File: src/spcr_cfg.svh
// offsets, field positions, reset values and sizes of the serial port register block
`ifndef SPCR_CFG_SVH
`define SPCR_CFG_SVH

`define SPCR_ADDR_W 12
`define SPCR_OFS_CONF 12'h000
`define SPCR_OFS_CTRL 12'h004
`define SPCR_OFS_STAT 12'h008
`define SPCR_OFS_MASK 12'h00c
`define SPCR_OFS_RXDAT 12'h014
`define SPCR_OFS_TXDAT 12'h01c
`define SPCR_OFS_BAUD 12'h020

`define SPCR_CONF_EN 0
`define SPCR_CONF_RSVD 1
`define SPCR_CONF_LEN_LO 2
`define SPCR_CONF_LEN_HI 3
`define SPCR_CONF_PAR_LO 4
`define SPCR_CONF_PAR_HI 5
`define SPCR_CONF_STOP 6
`define SPCR_CTRL_ADET 0

`define SPCR_FLAG_W 5
`define SPCR_FLAG_TRANSMIT_READY_FLAG 0
`define SPCR_FLAG_RXRDY 1
`define SPCR_FLAG_PERR 2
`define SPCR_FLAG_FERR 3
`define SPCR_FLAG_OVR 4
`define SPCR_STAT_TXIDLE 5

`define SPCR_LEN_7 2'h0
`define SPCR_LEN_8 2'h1
`define SPCR_LEN_9 2'h2
`define SPCR_LAST_7 4'h6
`define SPCR_LAST_8 4'h7
`define SPCR_LAST_9 4'h8

`define SPCR_RST_CONF 1'b0
`define SPCR_RST_BAUD 16'h0000
`define SPCR_DATA_W 9
`define SPCR_BAUD_W 16

`endif

File: src/spcr_pkg.sv
// state types of the serial port transmitter and receiver
package spcr_pkg;
    typedef enum logic [4:0] {
        TX_IDLE = 5'b00001,
        TX_START = 5'b00010,
        TX_DATA = 5'b00100,
        TX_PAR = 5'b01000,
        TX_STOP = 5'b10000
    } spcr_tx_state_t;

    typedef enum logic [4:0] {
        RX_IDLE = 5'b00001,
        RX_START = 5'b00010,
        RX_DATA = 5'b00100,
        RX_PAR = 5'b01000,
        RX_STOP = 5'b10000
    } spcr_rx_state_t;
endpackage : spcr_pkg

File: src/spcr_sync.sv
// three-stage synchroniser for the receive pin, output follows when stages two and three agree
module spcr_sync (
    input wire logic clk_in,
    input wire logic rst_n_in,
    input wire logic async_in,
    output logic level_out
);
    logic s1;
    logic s2;
    logic s3;

    always_ff @(posedge clk_in) begin
        if (!rst_n_in) begin
            s1 <= 1'b1;
            s2 <= 1'b1;
            s3 <= 1'b1;
        end else begin
            s1 <= async_in;
            s2 <= s1;
            s3 <= s2;
        end
    end

    always_ff @(posedge clk_in) begin
        if (!rst_n_in) begin
            level_out <= 1'b1;
        end else if (s2 == s3) begin
            level_out <= s3;
        end
    end
endmodule : spcr_sync

File: src/spcr_flags.sv
// sticky event flags, set has priority over a write-one clear
module spcr_flags #(
    parameter int W = 5
) (
    input wire logic clk_in,
    input wire logic rst_n_in,
    input wire logic [W-1:0] set_in,
    input wire logic [W-1:0] clr_in,
    output logic [W-1:0] flags_out
);
    always_ff @(posedge clk_in) begin
        if (!rst_n_in) begin
            flags_out <= '0;
        end else begin
            flags_out <= (flags_out & ~clr_in) | set_in;
        end
    end
endmodule : spcr_flags

File: src/spcr_top.sv
// serial port with configuration register, apb slave, transmitter, receiver and interrupt
`include "spcr_cfg.svh"
// What this block does
// - while disabled, only the configuration register accepts writes
// - configuration bit 0 is the enable, reset zero, one makes port run
// - while disabled, state machines and counters are held in reset
// - while disabled, interrupt and dma requests are all suppressed
// - settings and control bits survive a disable and re-enable
// - after re-enable the idle transmitter raises ready interrupt or dma request
// - configuration bit 1 is reserved, written as zero, reads back zero here
// - length field bits 3:2 reset 00; 0 seven bits, 1 eight bits
// - length code 2 gives nine bits, ninth bit marks an address
// - parity field bits 5:4 reset 00; 0 none, 1 reserved
// - parity code 2 even, code 3 odd, on send and receive
// - bit 6 picks one or two transmit stop bits; receiver checks one
module spcr_top (
    input wire logic SYS_CLK_IN,
    input wire logic RST_N_IN,
    input wire logic PSEL_IN,
    input wire logic PENABLE_IN,
    input wire logic PWRITE_IN,
    input wire logic [`SPCR_ADDR_W-1:0] PADDR_IN,
    input wire logic [31:0] PWDATA_IN,
    output logic [31:0] PRDATA_OUT,
    output logic PREADY_OUT,
    output logic PSLVERR_OUT,
    input wire logic RXD_IN,
    output logic TXD_OUT,
    output logic IRQ_OUT,
    output logic DMA_TX_REQ_OUT,
    output logic DMA_RX_REQ_OUT,
    output logic PORT_ENABLE_OUT,
    output logic [1:0] CHAR_LENGTH_OUT,
    output logic [1:0] PARITY_TYPE_OUT,
    output logic STOP_BITS_OUT
);
    logic port_enable;
    logic [1:0] character_length_select;
    logic [1:0] parity_type_select;
    logic stop_bit_count;
    logic address_detect_enable;
    logic [`SPCR_FLAG_W-1:0] interrupt_enable_set;
    logic [`SPCR_BAUD_W-1:0] baud_div;
    logic [`SPCR_DATA_W-1:0] tx_hold;
    logic tx_hold_full;
    logic [`SPCR_DATA_W-1:0] rx_data;
    logic rx_full;

    logic access;
    logic wr_go;
    logic rd_go;
    logic wr_ok;
    logic mapped;
    logic [31:0] next_rdata;
    logic [`SPCR_FLAG_W-1:0] flag_set;
    logic [`SPCR_FLAG_W-1:0] flag_clr;
    logic [`SPCR_FLAG_W-1:0] flags;
    logic [3:0] last_bit;
    logic par_on;
    logic par_odd;
    logic [`SPCR_DATA_W-1:0] len_mask;
    logic tx_take;
    logic rx_line;

    spcr_pkg::spcr_tx_state_t tx_state;
    logic [`SPCR_DATA_W-1:0] tx_shift;
    logic [3:0] tx_bit;
    logic tx_parity;
    logic tx_stop_left;
    logic [`SPCR_BAUD_W-1:0] tx_cnt;

    spcr_pkg::spcr_rx_state_t rx_state;
    logic [`SPCR_DATA_W-1:0] rx_shift;
    logic [3:0] rx_bit;
    logic rx_perr;
    logic [`SPCR_BAUD_W-1:0] rx_cnt;
    logic rx_done;
    logic rx_perr_evt;
    logic rx_ferr_evt;
    logic rx_ovr_evt;

    // apb: one wait state, the answer comes in the second access cycle
    assign access = PSEL_IN & PENABLE_IN & ~PREADY_OUT;
    assign wr_go = PSEL_IN & PENABLE_IN & PREADY_OUT & PWRITE_IN;
    assign rd_go = PSEL_IN & PENABLE_IN & PREADY_OUT & ~PWRITE_IN;
    // other registers are frozen until the port is enabled
    assign wr_ok = wr_go & mapped & ((PADDR_IN == `SPCR_OFS_CONF) | port_enable);

    always_comb begin
        mapped = 1'b1;
        next_rdata = 32'h0000_0000;
        case (PADDR_IN)
            `SPCR_OFS_CONF: begin
                next_rdata[`SPCR_CONF_EN] = port_enable;
                next_rdata[`SPCR_CONF_LEN_HI:`SPCR_CONF_LEN_LO] = character_length_select;
                next_rdata[`SPCR_CONF_PAR_HI:`SPCR_CONF_PAR_LO] = parity_type_select;
                next_rdata[`SPCR_CONF_STOP] = stop_bit_count;
                next_rdata[`SPCR_CONF_RSVD] = 1'b0;
            end
            `SPCR_OFS_CTRL: next_rdata[`SPCR_CTRL_ADET] = address_detect_enable;
            `SPCR_OFS_STAT: begin
                next_rdata[`SPCR_FLAG_W-1:0] = flags;
                next_rdata[`SPCR_STAT_TXIDLE] = (tx_state == spcr_pkg::TX_IDLE) & ~tx_hold_full;
            end
            `SPCR_OFS_MASK: next_rdata[`SPCR_FLAG_W-1:0] = interrupt_enable_set;
            `SPCR_OFS_RXDAT: next_rdata[`SPCR_DATA_W-1:0] = rx_data;
            `SPCR_OFS_TXDAT: next_rdata[`SPCR_DATA_W-1:0] = tx_hold;
            `SPCR_OFS_BAUD: next_rdata[`SPCR_BAUD_W-1:0] = baud_div;
            default: mapped = 1'b0;
        endcase
    end

    always_ff @(posedge SYS_CLK_IN) begin
        if (!RST_N_IN) begin
            PREADY_OUT <= 1'b0;
            PRDATA_OUT <= 32'h0000_0000;
            PSLVERR_OUT <= 1'b0;
        end else begin
            PREADY_OUT <= access;
            PSLVERR_OUT <= access & ~mapped;
            if (access) begin
                PRDATA_OUT <= PWRITE_IN ? 32'h0000_0000 : next_rdata;
            end
        end
    end

    // configuration fields keep their value across a disable; only a write changes them
    always_ff @(posedge SYS_CLK_IN) begin
        if (!RST_N_IN) begin
            port_enable <= `SPCR_RST_CONF;
            character_length_select <= `SPCR_LEN_7;
            parity_type_select <= 2'h0;
            stop_bit_count <= 1'b0;
        end else if (wr_ok && PADDR_IN == `SPCR_OFS_CONF) begin
            port_enable <= PWDATA_IN[`SPCR_CONF_EN];
            character_length_select <= PWDATA_IN[`SPCR_CONF_LEN_HI:`SPCR_CONF_LEN_LO];
            parity_type_select <= PWDATA_IN[`SPCR_CONF_PAR_HI:`SPCR_CONF_PAR_LO];
            stop_bit_count <= PWDATA_IN[`SPCR_CONF_STOP];
        end
    end

    always_ff @(posedge SYS_CLK_IN) begin
        if (!RST_N_IN) begin
            address_detect_enable <= 1'b0;
            interrupt_enable_set <= '0;
            baud_div <= `SPCR_RST_BAUD;
        end else if (wr_ok) begin
            if (PADDR_IN == `SPCR_OFS_CTRL) begin
                address_detect_enable <= PWDATA_IN[`SPCR_CTRL_ADET];
            end
            if (PADDR_IN == `SPCR_OFS_MASK) begin
                interrupt_enable_set <= PWDATA_IN[`SPCR_FLAG_W-1:0];
            end
            if (PADDR_IN == `SPCR_OFS_BAUD) begin
                baud_div <= PWDATA_IN[`SPCR_BAUD_W-1:0];
            end
        end
    end

    // decode of the character format; reserved codes fall back to eight bits and no parity
    always_comb begin
        case (character_length_select)
            `SPCR_LEN_7: last_bit = `SPCR_LAST_7;
            `SPCR_LEN_8: last_bit = `SPCR_LAST_8;
            `SPCR_LEN_9: last_bit = `SPCR_LAST_9;
            default: last_bit = `SPCR_LAST_8;
        endcase
    end
    assign len_mask = ~(9'h1fe << last_bit);
    assign par_on = parity_type_select[1];
    assign par_odd = parity_type_select[0];

    // the holding register belongs to the transmitter and empties when the port is off
    assign tx_take = (tx_state == spcr_pkg::TX_IDLE) & tx_hold_full;
    always_ff @(posedge SYS_CLK_IN) begin
        if (!RST_N_IN) begin
            tx_hold <= '0;
            tx_hold_full <= 1'b0;
        end else if (!port_enable) begin
            tx_hold_full <= 1'b0;
        end else if (wr_ok && PADDR_IN == `SPCR_OFS_TXDAT) begin
            tx_hold <= PWDATA_IN[`SPCR_DATA_W-1:0];
            tx_hold_full <= 1'b1;
        end else if (tx_take) begin
            tx_hold_full <= 1'b0;
        end
    end

    always_ff @(posedge SYS_CLK_IN) begin
        if (!RST_N_IN || !port_enable) begin
            tx_state <= spcr_pkg::TX_IDLE;
            tx_shift <= '0;
            tx_bit <= 4'h0;
            tx_parity <= 1'b0;
            tx_stop_left <= 1'b0;
            tx_cnt <= `SPCR_RST_BAUD;
            TXD_OUT <= 1'b1;
        end else if (tx_state == spcr_pkg::TX_IDLE) begin
            tx_cnt <= baud_div;
            if (tx_hold_full) begin
                tx_shift <= tx_hold & len_mask;
                tx_parity <= (^(tx_hold & len_mask)) ^ par_odd;
                tx_bit <= 4'h0;
                tx_state <= spcr_pkg::TX_START;
                TXD_OUT <= 1'b0;
            end
        end else if (tx_cnt != '0) begin
            tx_cnt <= tx_cnt - 16'h0001;
        end else begin
            tx_cnt <= baud_div;
            case (tx_state)
                spcr_pkg::TX_START: begin
                    tx_state <= spcr_pkg::TX_DATA;
                    TXD_OUT <= tx_shift[0];
                end
                spcr_pkg::TX_DATA: begin
                    if (tx_bit == last_bit) begin
                        if (par_on) begin
                            tx_state <= spcr_pkg::TX_PAR;
                            TXD_OUT <= tx_parity;
                        end else begin
                            tx_state <= spcr_pkg::TX_STOP;
                            TXD_OUT <= 1'b1;
                            tx_stop_left <= stop_bit_count;
                        end
                    end else begin
                        tx_bit <= tx_bit + 4'h1;
                        tx_shift <= tx_shift >> 1;
                        TXD_OUT <= tx_shift[1];
                    end
                end
                spcr_pkg::TX_PAR: begin
                    tx_state <= spcr_pkg::TX_STOP;
                    TXD_OUT <= 1'b1;
                    tx_stop_left <= stop_bit_count;
                end
                spcr_pkg::TX_STOP: begin
                    if (tx_stop_left) begin
                        tx_stop_left <= 1'b0;
                    end else begin
                        tx_state <= spcr_pkg::TX_IDLE;
                    end
                end
                default: tx_state <= spcr_pkg::TX_IDLE;
            endcase
        end
    end

    spcr_sync u_rx_sync (
        .clk_in(SYS_CLK_IN),
        .rst_n_in(RST_N_IN),
        .async_in(RXD_IN),
        .level_out(rx_line)
    );

    // half a bit after the falling edge the line is sampled once per bit time
    always_ff @(posedge SYS_CLK_IN) begin
        if (!RST_N_IN || !port_enable) begin
            rx_state <= spcr_pkg::RX_IDLE;
            rx_shift <= '0;
            rx_bit <= 4'h0;
            rx_perr <= 1'b0;
            rx_cnt <= `SPCR_RST_BAUD;
            rx_done <= 1'b0;
            rx_perr_evt <= 1'b0;
            rx_ferr_evt <= 1'b0;
        end else begin
            rx_done <= 1'b0;
            rx_perr_evt <= 1'b0;
            rx_ferr_evt <= 1'b0;
            if (rx_state == spcr_pkg::RX_IDLE) begin
                rx_cnt <= baud_div >> 1;
                if (!rx_line) begin
                    rx_state <= spcr_pkg::RX_START;
                end
            end else if (rx_cnt != '0) begin
                rx_cnt <= rx_cnt - 16'h0001;
            end else begin
                rx_cnt <= baud_div;
                case (rx_state)
                    spcr_pkg::RX_START: begin
                        rx_shift <= '0;
                        rx_bit <= 4'h0;
                        rx_perr <= 1'b0;
                        rx_state <= rx_line ? spcr_pkg::RX_IDLE : spcr_pkg::RX_DATA;
                    end
                    spcr_pkg::RX_DATA: begin
                        rx_shift[rx_bit] <= rx_line;
                        if (rx_bit == last_bit) begin
                            rx_state <= par_on ? spcr_pkg::RX_PAR : spcr_pkg::RX_STOP;
                        end else begin
                            rx_bit <= rx_bit + 4'h1;
                        end
                    end
                    spcr_pkg::RX_PAR: begin
                        rx_perr <= (^rx_shift) ^ rx_line ^ par_odd;
                        rx_state <= spcr_pkg::RX_STOP;
                    end
                    spcr_pkg::RX_STOP: begin
                        // one stop bit is enough; a second one is just idle line
                        rx_state <= spcr_pkg::RX_IDLE;
                        // with address detect on, nine-bit data without the marker is dropped
                        if (!(address_detect_enable && character_length_select == `SPCR_LEN_9
                              && !rx_shift[8])) begin
                            rx_done <= 1'b1;
                            rx_perr_evt <= rx_perr;
                            rx_ferr_evt <= ~rx_line;
                        end
                    end
                    default: rx_state <= spcr_pkg::RX_IDLE;
                endcase
            end
        end
    end

    // a new character beats a read in the same cycle so it is never lost
    always_ff @(posedge SYS_CLK_IN) begin
        if (!RST_N_IN) begin
            rx_data <= '0;
            rx_full <= 1'b0;
            rx_ovr_evt <= 1'b0;
        end else if (!port_enable) begin
            rx_full <= 1'b0;
            rx_ovr_evt <= 1'b0;
        end else begin
            rx_ovr_evt <= rx_done & rx_full & ~(rd_go && PADDR_IN == `SPCR_OFS_RXDAT);
            if (rx_done) begin
                rx_data <= rx_shift;
                rx_full <= 1'b1;
            end else if (rd_go && PADDR_IN == `SPCR_OFS_RXDAT) begin
                rx_full <= 1'b0;
            end
        end
    end

    always_comb begin
        flag_set = '0;
        flag_set[`SPCR_FLAG_TRANSMIT_READY_FLAG] = port_enable & ~tx_hold_full;
        flag_set[`SPCR_FLAG_RXRDY] = rx_done;
        flag_set[`SPCR_FLAG_PERR] = rx_perr_evt;
        flag_set[`SPCR_FLAG_FERR] = rx_ferr_evt;
        flag_set[`SPCR_FLAG_OVR] = rx_ovr_evt;
        flag_clr = '0;
        if (wr_ok && PADDR_IN == `SPCR_OFS_STAT) begin
            flag_clr = PWDATA_IN[`SPCR_FLAG_W-1:0];
        end
    end

    spcr_flags #(
        .W(`SPCR_FLAG_W)
    ) u_flags (
        .clk_in(SYS_CLK_IN),
        .rst_n_in(RST_N_IN),
        .set_in(flag_set),
        .clr_in(flag_clr),
        .flags_out(flags)
    );

    always_ff @(posedge SYS_CLK_IN) begin
        if (!RST_N_IN) begin
            IRQ_OUT <= 1'b0;
            DMA_TX_REQ_OUT <= 1'b0;
            DMA_RX_REQ_OUT <= 1'b0;
            PORT_ENABLE_OUT <= 1'b0;
            CHAR_LENGTH_OUT <= 2'h0;
            PARITY_TYPE_OUT <= 2'h0;
            STOP_BITS_OUT <= 1'b0;
        end else begin
            IRQ_OUT <= port_enable & (|(flags & interrupt_enable_set));
            DMA_TX_REQ_OUT <= port_enable & ~tx_hold_full;
            DMA_RX_REQ_OUT <= port_enable & rx_full;
            PORT_ENABLE_OUT <= port_enable;
            CHAR_LENGTH_OUT <= character_length_select;
            PARITY_TYPE_OUT <= parity_type_select;
            STOP_BITS_OUT <= stop_bit_count;
        end
    end
endmodule : spcr_top

File: config.mk
export PLATFORM = sky130hd
export DESIGN_NAME = spcr_top
export DESIGN_NICKNAME = d
export VERILOG_FILES = /design/src/spcr_pkg.sv /design/src/spcr_sync.sv /design/src/spcr_flags.sv /design/src/spcr_top.sv
export VERILOG_INCLUDE_DIRS = /design/src /design/src/src
export SDC_FILE = /design/constraint.sdc
export NUM_CORES = 1
export LEC_CHECK = 0
export ABC_AREA = 1
export BUFFER_PORTS_ARGS = -buffer_cell sky130_fd_sc_hd__buf_2
export CAP_MARGIN = 20
export CORE_ASPECT_RATIO = 0.7
export CORE_UTILIZATION = 24
export CTS_BUF_LIST = sky130_fd_sc_hd__clkbuf_16
export CTS_CLUSTER_DIAMETER = 120
export DETAILED_ROUTE_END_ITERATION = 7
export GPL_ROUTABILITY_DRIVEN = 0
export PLACE_DENSITY_LB_ADDON = 0.05
export SYNTH_ARGS = -nofsm -noshare
export SYNTH_HDL_FRONTEND = slang
export SYNTH_SLANG_ARGS = --single-unit
File: constraint.sdc
create_clock -name SYS_CLK_IN -period 1.9 [get_ports SYS_CLK_IN]
set_input_delay 0.095 -clock SYS_CLK_IN [delete_from_list [all_inputs] [get_ports SYS_CLK_IN]]
set_output_delay 0.095 -clock SYS_CLK_IN [all_outputs]
set_load 0.005 [all_outputs]
Word-level counts from Yosys, hierarchy flattened:

Cells that the tools add are included.
Widths: inputs -> output; s select.

* register bits: 176
* bits of input ports: 50
* output and inout port bits: 44
* logic and storage cells: 219

* reduce and logical (&&, ||, !) cells: 44
* mux-type cells: 58
* $lt $le $gt $ge: 2
* eq/ne operators: 31
* $add $sub $neg: 4
* bitwise logic cells: 36
* shifts and indexed selects: 1

Operators with widths (number)
* $mux 16: 4
* $mux 5: 11
* $mux 9: 5
* $reduce_bool 16->1: 2
* $sub 16x1->16 const B: 2
* $eq 12x4->1 const B: 2
* $eq 12x5->1 const B: 2
* $mux 4: 6
* $pmux 4 s6: 1
* $pmux 5 s4: 1
* $pmux 9 s2: 1
* $reduce_xor 9->1: 2
* $ne 2x2->1 const B: 8
* $pmux 4 s2: 2
* $and 1x1->1: 15
* $mux 15: 1
* $pmux 5 s3: 1
* $mux 1: 14
* $reduce_and 2->1: 7
* $eq 12x3->1 const B: 1
* $eq 12x6->1 const B: 1
* $logic_not 12->1: 1
* $reduce_and 3->1: 4
* $reduce_and 4->1: 3
* other kinds (43): 79

Depth between registers and ports, before layout:

* depth after elaboration: 10
* gate-level depth with buffers: 12
* depth with buffers taken out: 12

By module:

From an unflattened synthesis, not the netlist that was laid out.

* cell total of the unflattened synthesis: 1237
* area total of the unflattened synthesis: 8189.1 sq um

Modules (own cells, without submodules)
* spcr_top: area an instance 7870.0 sq um, times used 1, sequential area each 3022.9 sq um, cells each 1194
* spcr_flags: area an instance 185.2 sq um, times used 1, sequential area each 100.1 sq um, cells each 26
* spcr_sync: area an instance 133.9 sq um, times used 1, sequential area each 80.1 sq um, cells each 17

Least setup slack after synthesis:

No wires, ideal clock.

* kind: reg-to-reg
* start point: reg rx_cnt[0]
* end point: reg rx_shift[8]
* arrival: 1565 ps
* path buffers: 1
* stages on the path, launching flop included: 11
* data required time: 1768 ps
* library setup time: 132 ps
* clock period less this slack: 1697 ps
* slack: 203 ps
* cells stage by stage: dfxtp_1 inv_1 ha_1 nand3_2 nor2_2 nand2_2 nor3b_4 buf_6 nand2_1 nand2_1 a21oi_1

* longest elaborated chain between the ends: 3

RTL lines
* from (decl): line spcr_top.sv:76 `` logic [`SPCR_BAUD_W-1:0] rx_cnt; ``
* from (signal assigned): line spcr_top.sv:263 `` rx_cnt <= `SPCR_RST_BAUD; ``
* from (signal assigned): line spcr_top.sv:272 `rx_cnt <= baud_div >> 1;`
* from (signal assigned): line spcr_top.sv:277 `rx_cnt <= rx_cnt - 16'h0001;`
* $reduce_bool 16->1: line spcr_top.sv:276 `end else if (rx_cnt != '0) begin`
* $not 1->1 (no source line)
* $reduce_and 3->1 (no source line)
* to (signal, indexed assignment): line spcr_top.sv:288 `rx_shift[rx_bit] <= rx_line;`
* to (decl): line spcr_top.sv:73 `` logic [`SPCR_DATA_W-1:0] rx_shift; ``

No other way between the ends.
A chain may end at the register's enable or synchronous reset.

Worst setup path after layout:

* start point: reg character_length_select[1]
* end point: reg tx_shift[6]

* longest elaborated chain between the ends: 7
* elaborated cells on any way between the ends: 11
* those cells by class: eq/ne (3); shift (1); mux (3); bitwise (2); reduce/logical (2)

RTL lines
* from (decl): line spcr_top.sv:38 `logic [1:0] character_length_select;`
* from (signal assigned): line spcr_top.sv:131 `` character_length_select <= `SPCR_LEN_7; ``
* from (signal assigned): line spcr_top.sv:136 `` character_length_select <= PWDATA_IN[`SPCR_CONF_LEN_HI:`SPCR_CONF_LEN_LO]; ``
* $eq 2x2->1 or $logic_not 2->1 (tied branches): line spcr_top.sv:162 `case (character_length_select)`
* $pmux 4 s2 *: line spcr_top.sv:162
* $shl 9x4->9: line spcr_top.sv:169 `assign len_mask = ~(9'h1fe << last_bit);`
* $not 9->9: line spcr_top.sv:169
* $and 9x9->9: line spcr_top.sv:201 `tx_shift <= tx_hold & len_mask;`
* $mux 9: line spcr_top.sv:200 `if (tx_hold_full) begin`
* $mux 9: line spcr_top.sv:198 `end else if (tx_state == spcr_pkg::TX_IDLE) begin`
* to (signal assigned): line spcr_top.sv:201
* to (signal assigned): line spcr_top.sv:228 `tx_shift <= tx_shift >> 1;`
* to (decl): line spcr_top.sv:66 `` logic [`SPCR_DATA_W-1:0] tx_shift; ``

Mark *: on every way between the ends. The rest lies on a longest branch, timed or not. The select of a mux whose other input is x is not followed.

==> out/qor.yml <==
run_status:
  outcome: "completed"
yosys:
  yosys.area.top_type_share: 0.394
  syn_inst: 1185
  yosys.area.top_type: "dfxtp_1"
  synth_cell_types: 43
  yosysSeqAreaShare: 0.394
  syn_avg_cell_area_um2: 6.86
  synth-edff-count: 0
  synthArstFlopShare: 0
  ys.flop_type: "dfxtp_1"
  synth.most_common_cell: "nand2_1"
  syn-cell-area_mm2: 0.00813
  ys_top_cells_by_area: "dfxtp_1 (39%), nand2_1 (13%), nor2_1 (7.8%)"
  yosysWarnings: 0
  synth_seq_cells: 160
  synthTopCellsByCount: "nand2_1 (292), nor2_1 (168), dfxtp_1 (160), inv_1 (120), a21oi_1 (87)"
timing:
  fin_crit_sh: 0.938
  min_period_ps: 1780
  fmax_mhz: 561
  finalSetupViolCount: 0
  finClkSkew_ps: 11.9
  fin_hold_ws_ps: 23.4
  worst_pin_slew_ps: 524
  hold_viol_final: 0
  rsz0062_at_grt: "true"
  slew_headroom: 0.650
  slew_viol_final: 0
power:
  p_leak_uw: 0.00425
  power_density_mw_per_mm2: 716
  peakVddDrop_mv: 0.487
clock_tree:
  htreeDepth: 4
  clk_pin_slew_ps: 70
  ctsLongestPathBuffers: 2
  clk_latency_ps: 450
  cts_buffers: 17
  cts_tree: "built"
  cts-root-buf: "clkbuf_16"
  clkSinkCount: 160
final_layout:
  diodes: 0
  final_nets: 1361
  postLayoutCoreUtil: 0.306
  area_delta_synth_final_pct: 23.3
  layout-drive-gt1-share: 0.149
floorplan:
  coreArea_mm2: 0.0328
  fp.dieW_um: 222
  die_h_um: 156
  start_util: 0.248
  rows: 55
  die_area_mm2: 0.0346
  ios: 94
setup_path:
  cp_max_fo: 5
  critPathArrivalTime_ps: 2170
  path_class: "reg2reg"
  critPathRequiredTime_ps: 2280
  startpoint_type: "flop"
  cp-end-kind: "flop"
detailed_routing:
  vias_per_cell: 4.43
  met1_length_um: 16600
  wire_per_inst_um: 16.4
  wl_met2_um: 10600
  wl_met3_um: 983
  drc: 0
  drt-total-wl_um: 28500
  antenna_left: 0
  via_count: 7717
  drt_iter0_markers: 527
  routed.top_layer: "met4"
  firstDrtPassIters: 5
worst_hold_path:
  hold_path_class: "in2reg"
run:
  drv_cap: 0
global_routing:
  gr-usage-all-layers: 0.172
  grt.overflow.total: 0
  grt_pass1_wl_um: 44500
  antenna_found_initial: 0
  grt_pass1_vias: 7428
  grt_max_degree: 41
placement:
  hpwl_um: 21300
  port_buffers: 61
-- layout make-up --
cell class | instances | area [µm²]
clock inverters | 15 | 174
multi-input cells | 862 | 4270
clock buffers | 17 | 425
inverters | 125 | 473
well taps | 427 | 534
flip-flops and latches | 160 | 3200
repair buffers | 137 | 951
fillers | 3588 | 22800
-- per-stage QoR --
step | setup slack, ps | power (µW) | TNS (ps) | instance area, µm² | cells
2_1_floorplan | 203 | 3530 | 0 | 8190 | 1200
3_3_place_gp | 36.7 | 3590 | 0 | 9170 | 1693
3_5_place_dp | 27.4 | 3590 | 0 | 9170 | 1693
4_1_cts | 22.8 | 7310 | 0 | 9940 | 1742
5_1_grt | -28.3 | 7480 | -98.2 | 10000 | 1743
6_report | 119 | 7180 | 0 | 10000 | 1743
-- worst max-delay path, stage by stage (launching register included) --
cell and delay, ps:
dfxtp_1 400, inv_1 90, nor2_2 230, o22ai_1 110, nand3_1 130, nand2_1 180, o21ai_2 220, buf_4 180
nand2_1 50, a21oi_1 130
-- kinds of logic (layout without fill, tap and decap cells) --
family                     count (synthesis)  count (layout)  synth area share
buffers and inverters                    178             294            0.0972
AOI/OAI and AO/OA                        198             198             0.131
and+or+nand+nor                          598             598             0.320
xor gates and xnor gates                  42              42            0.0452
DFF                                      160             160             0.394
other                                      1              16          0.000461
adders and majority gates                  8               8            0.0123
-- layout by cell type (no fill, tap or decap), drive strengths merged, types with 7 or more instances in the layout --
| cell type | count |
|---|---|
| o211ai | 7 |
| clkbuf | 17 |
| nand4 | 40 |
| a21oi | 88 |
| nor3 | 14 |
| xor2 | 19 |
| or2 | 7 |
| o22ai | 7 |
| o21ai | 80 |
| inv | 127 |
| nor2 | 177 |
| clkinv | 7 |
| nand3 | 59 |
| conb | 16 |
| buf | 120 |
| ha | 8 |
| xnor2 | 23 |
| nand2 | 297 |
| dfxtp | 160 |
| dlygate4sd3 | 17 |
-- power by group --
group,switching (µW),total [µW],internal (µW)
sequential,1.94,3360,3350
combinational,113,180,66.6
clock,1660,3640,1980
-- routing by layer --
metal,vias up,global-route usage
li1,4049,-
met1,3528,0.273
met2,121,0.227
met3,19,0.0307
met4,0,0.0453
met5,-,0
-- path summary, 6_finish.rpt --
check                        startpoint                       to  slack, ps  depth (start not counted)
max reg2reg  character_length_select[1]              tx_shift[6]        120                          9
max          character_length_select[1]              tx_shift[6]        120                          9
min                        PWDATA_IN[3]  interrupt_enable_set[3]         20                          3
min reg2reg                u_rx_sync.s1             u_rx_sync.s2        410                          1
-- state kept, by name, indices dropped and copies added (netlist names), 2 cells and up --
name / flops
parity_type_select: 2
tx_shift: 9
PRDATA_OUT: 16
tx_state: 5
rx_shift: 9
rx_bit: 4
rx_state: 5
rx_cnt: 16
interrupt_enable_set: 5
tx_cnt: 16
baud_div: 16
tx_bit: 4
rx_data: 9
tx_hold: 9
PARITY_TYPE_OUT: 2
CHAR_LENGTH_OUT: 2
u_flags.flags_out: 5
character_length_select: 2
-- timing repair --
action                     4_1_cts  5_1_grt
setup endpoints to repair        0       36
resized for setup                0       24
hold endpoints to repair        33        0
hold buffers                    17        0
buffers inserted                 0        0
(Power assumes the default switching activity.)
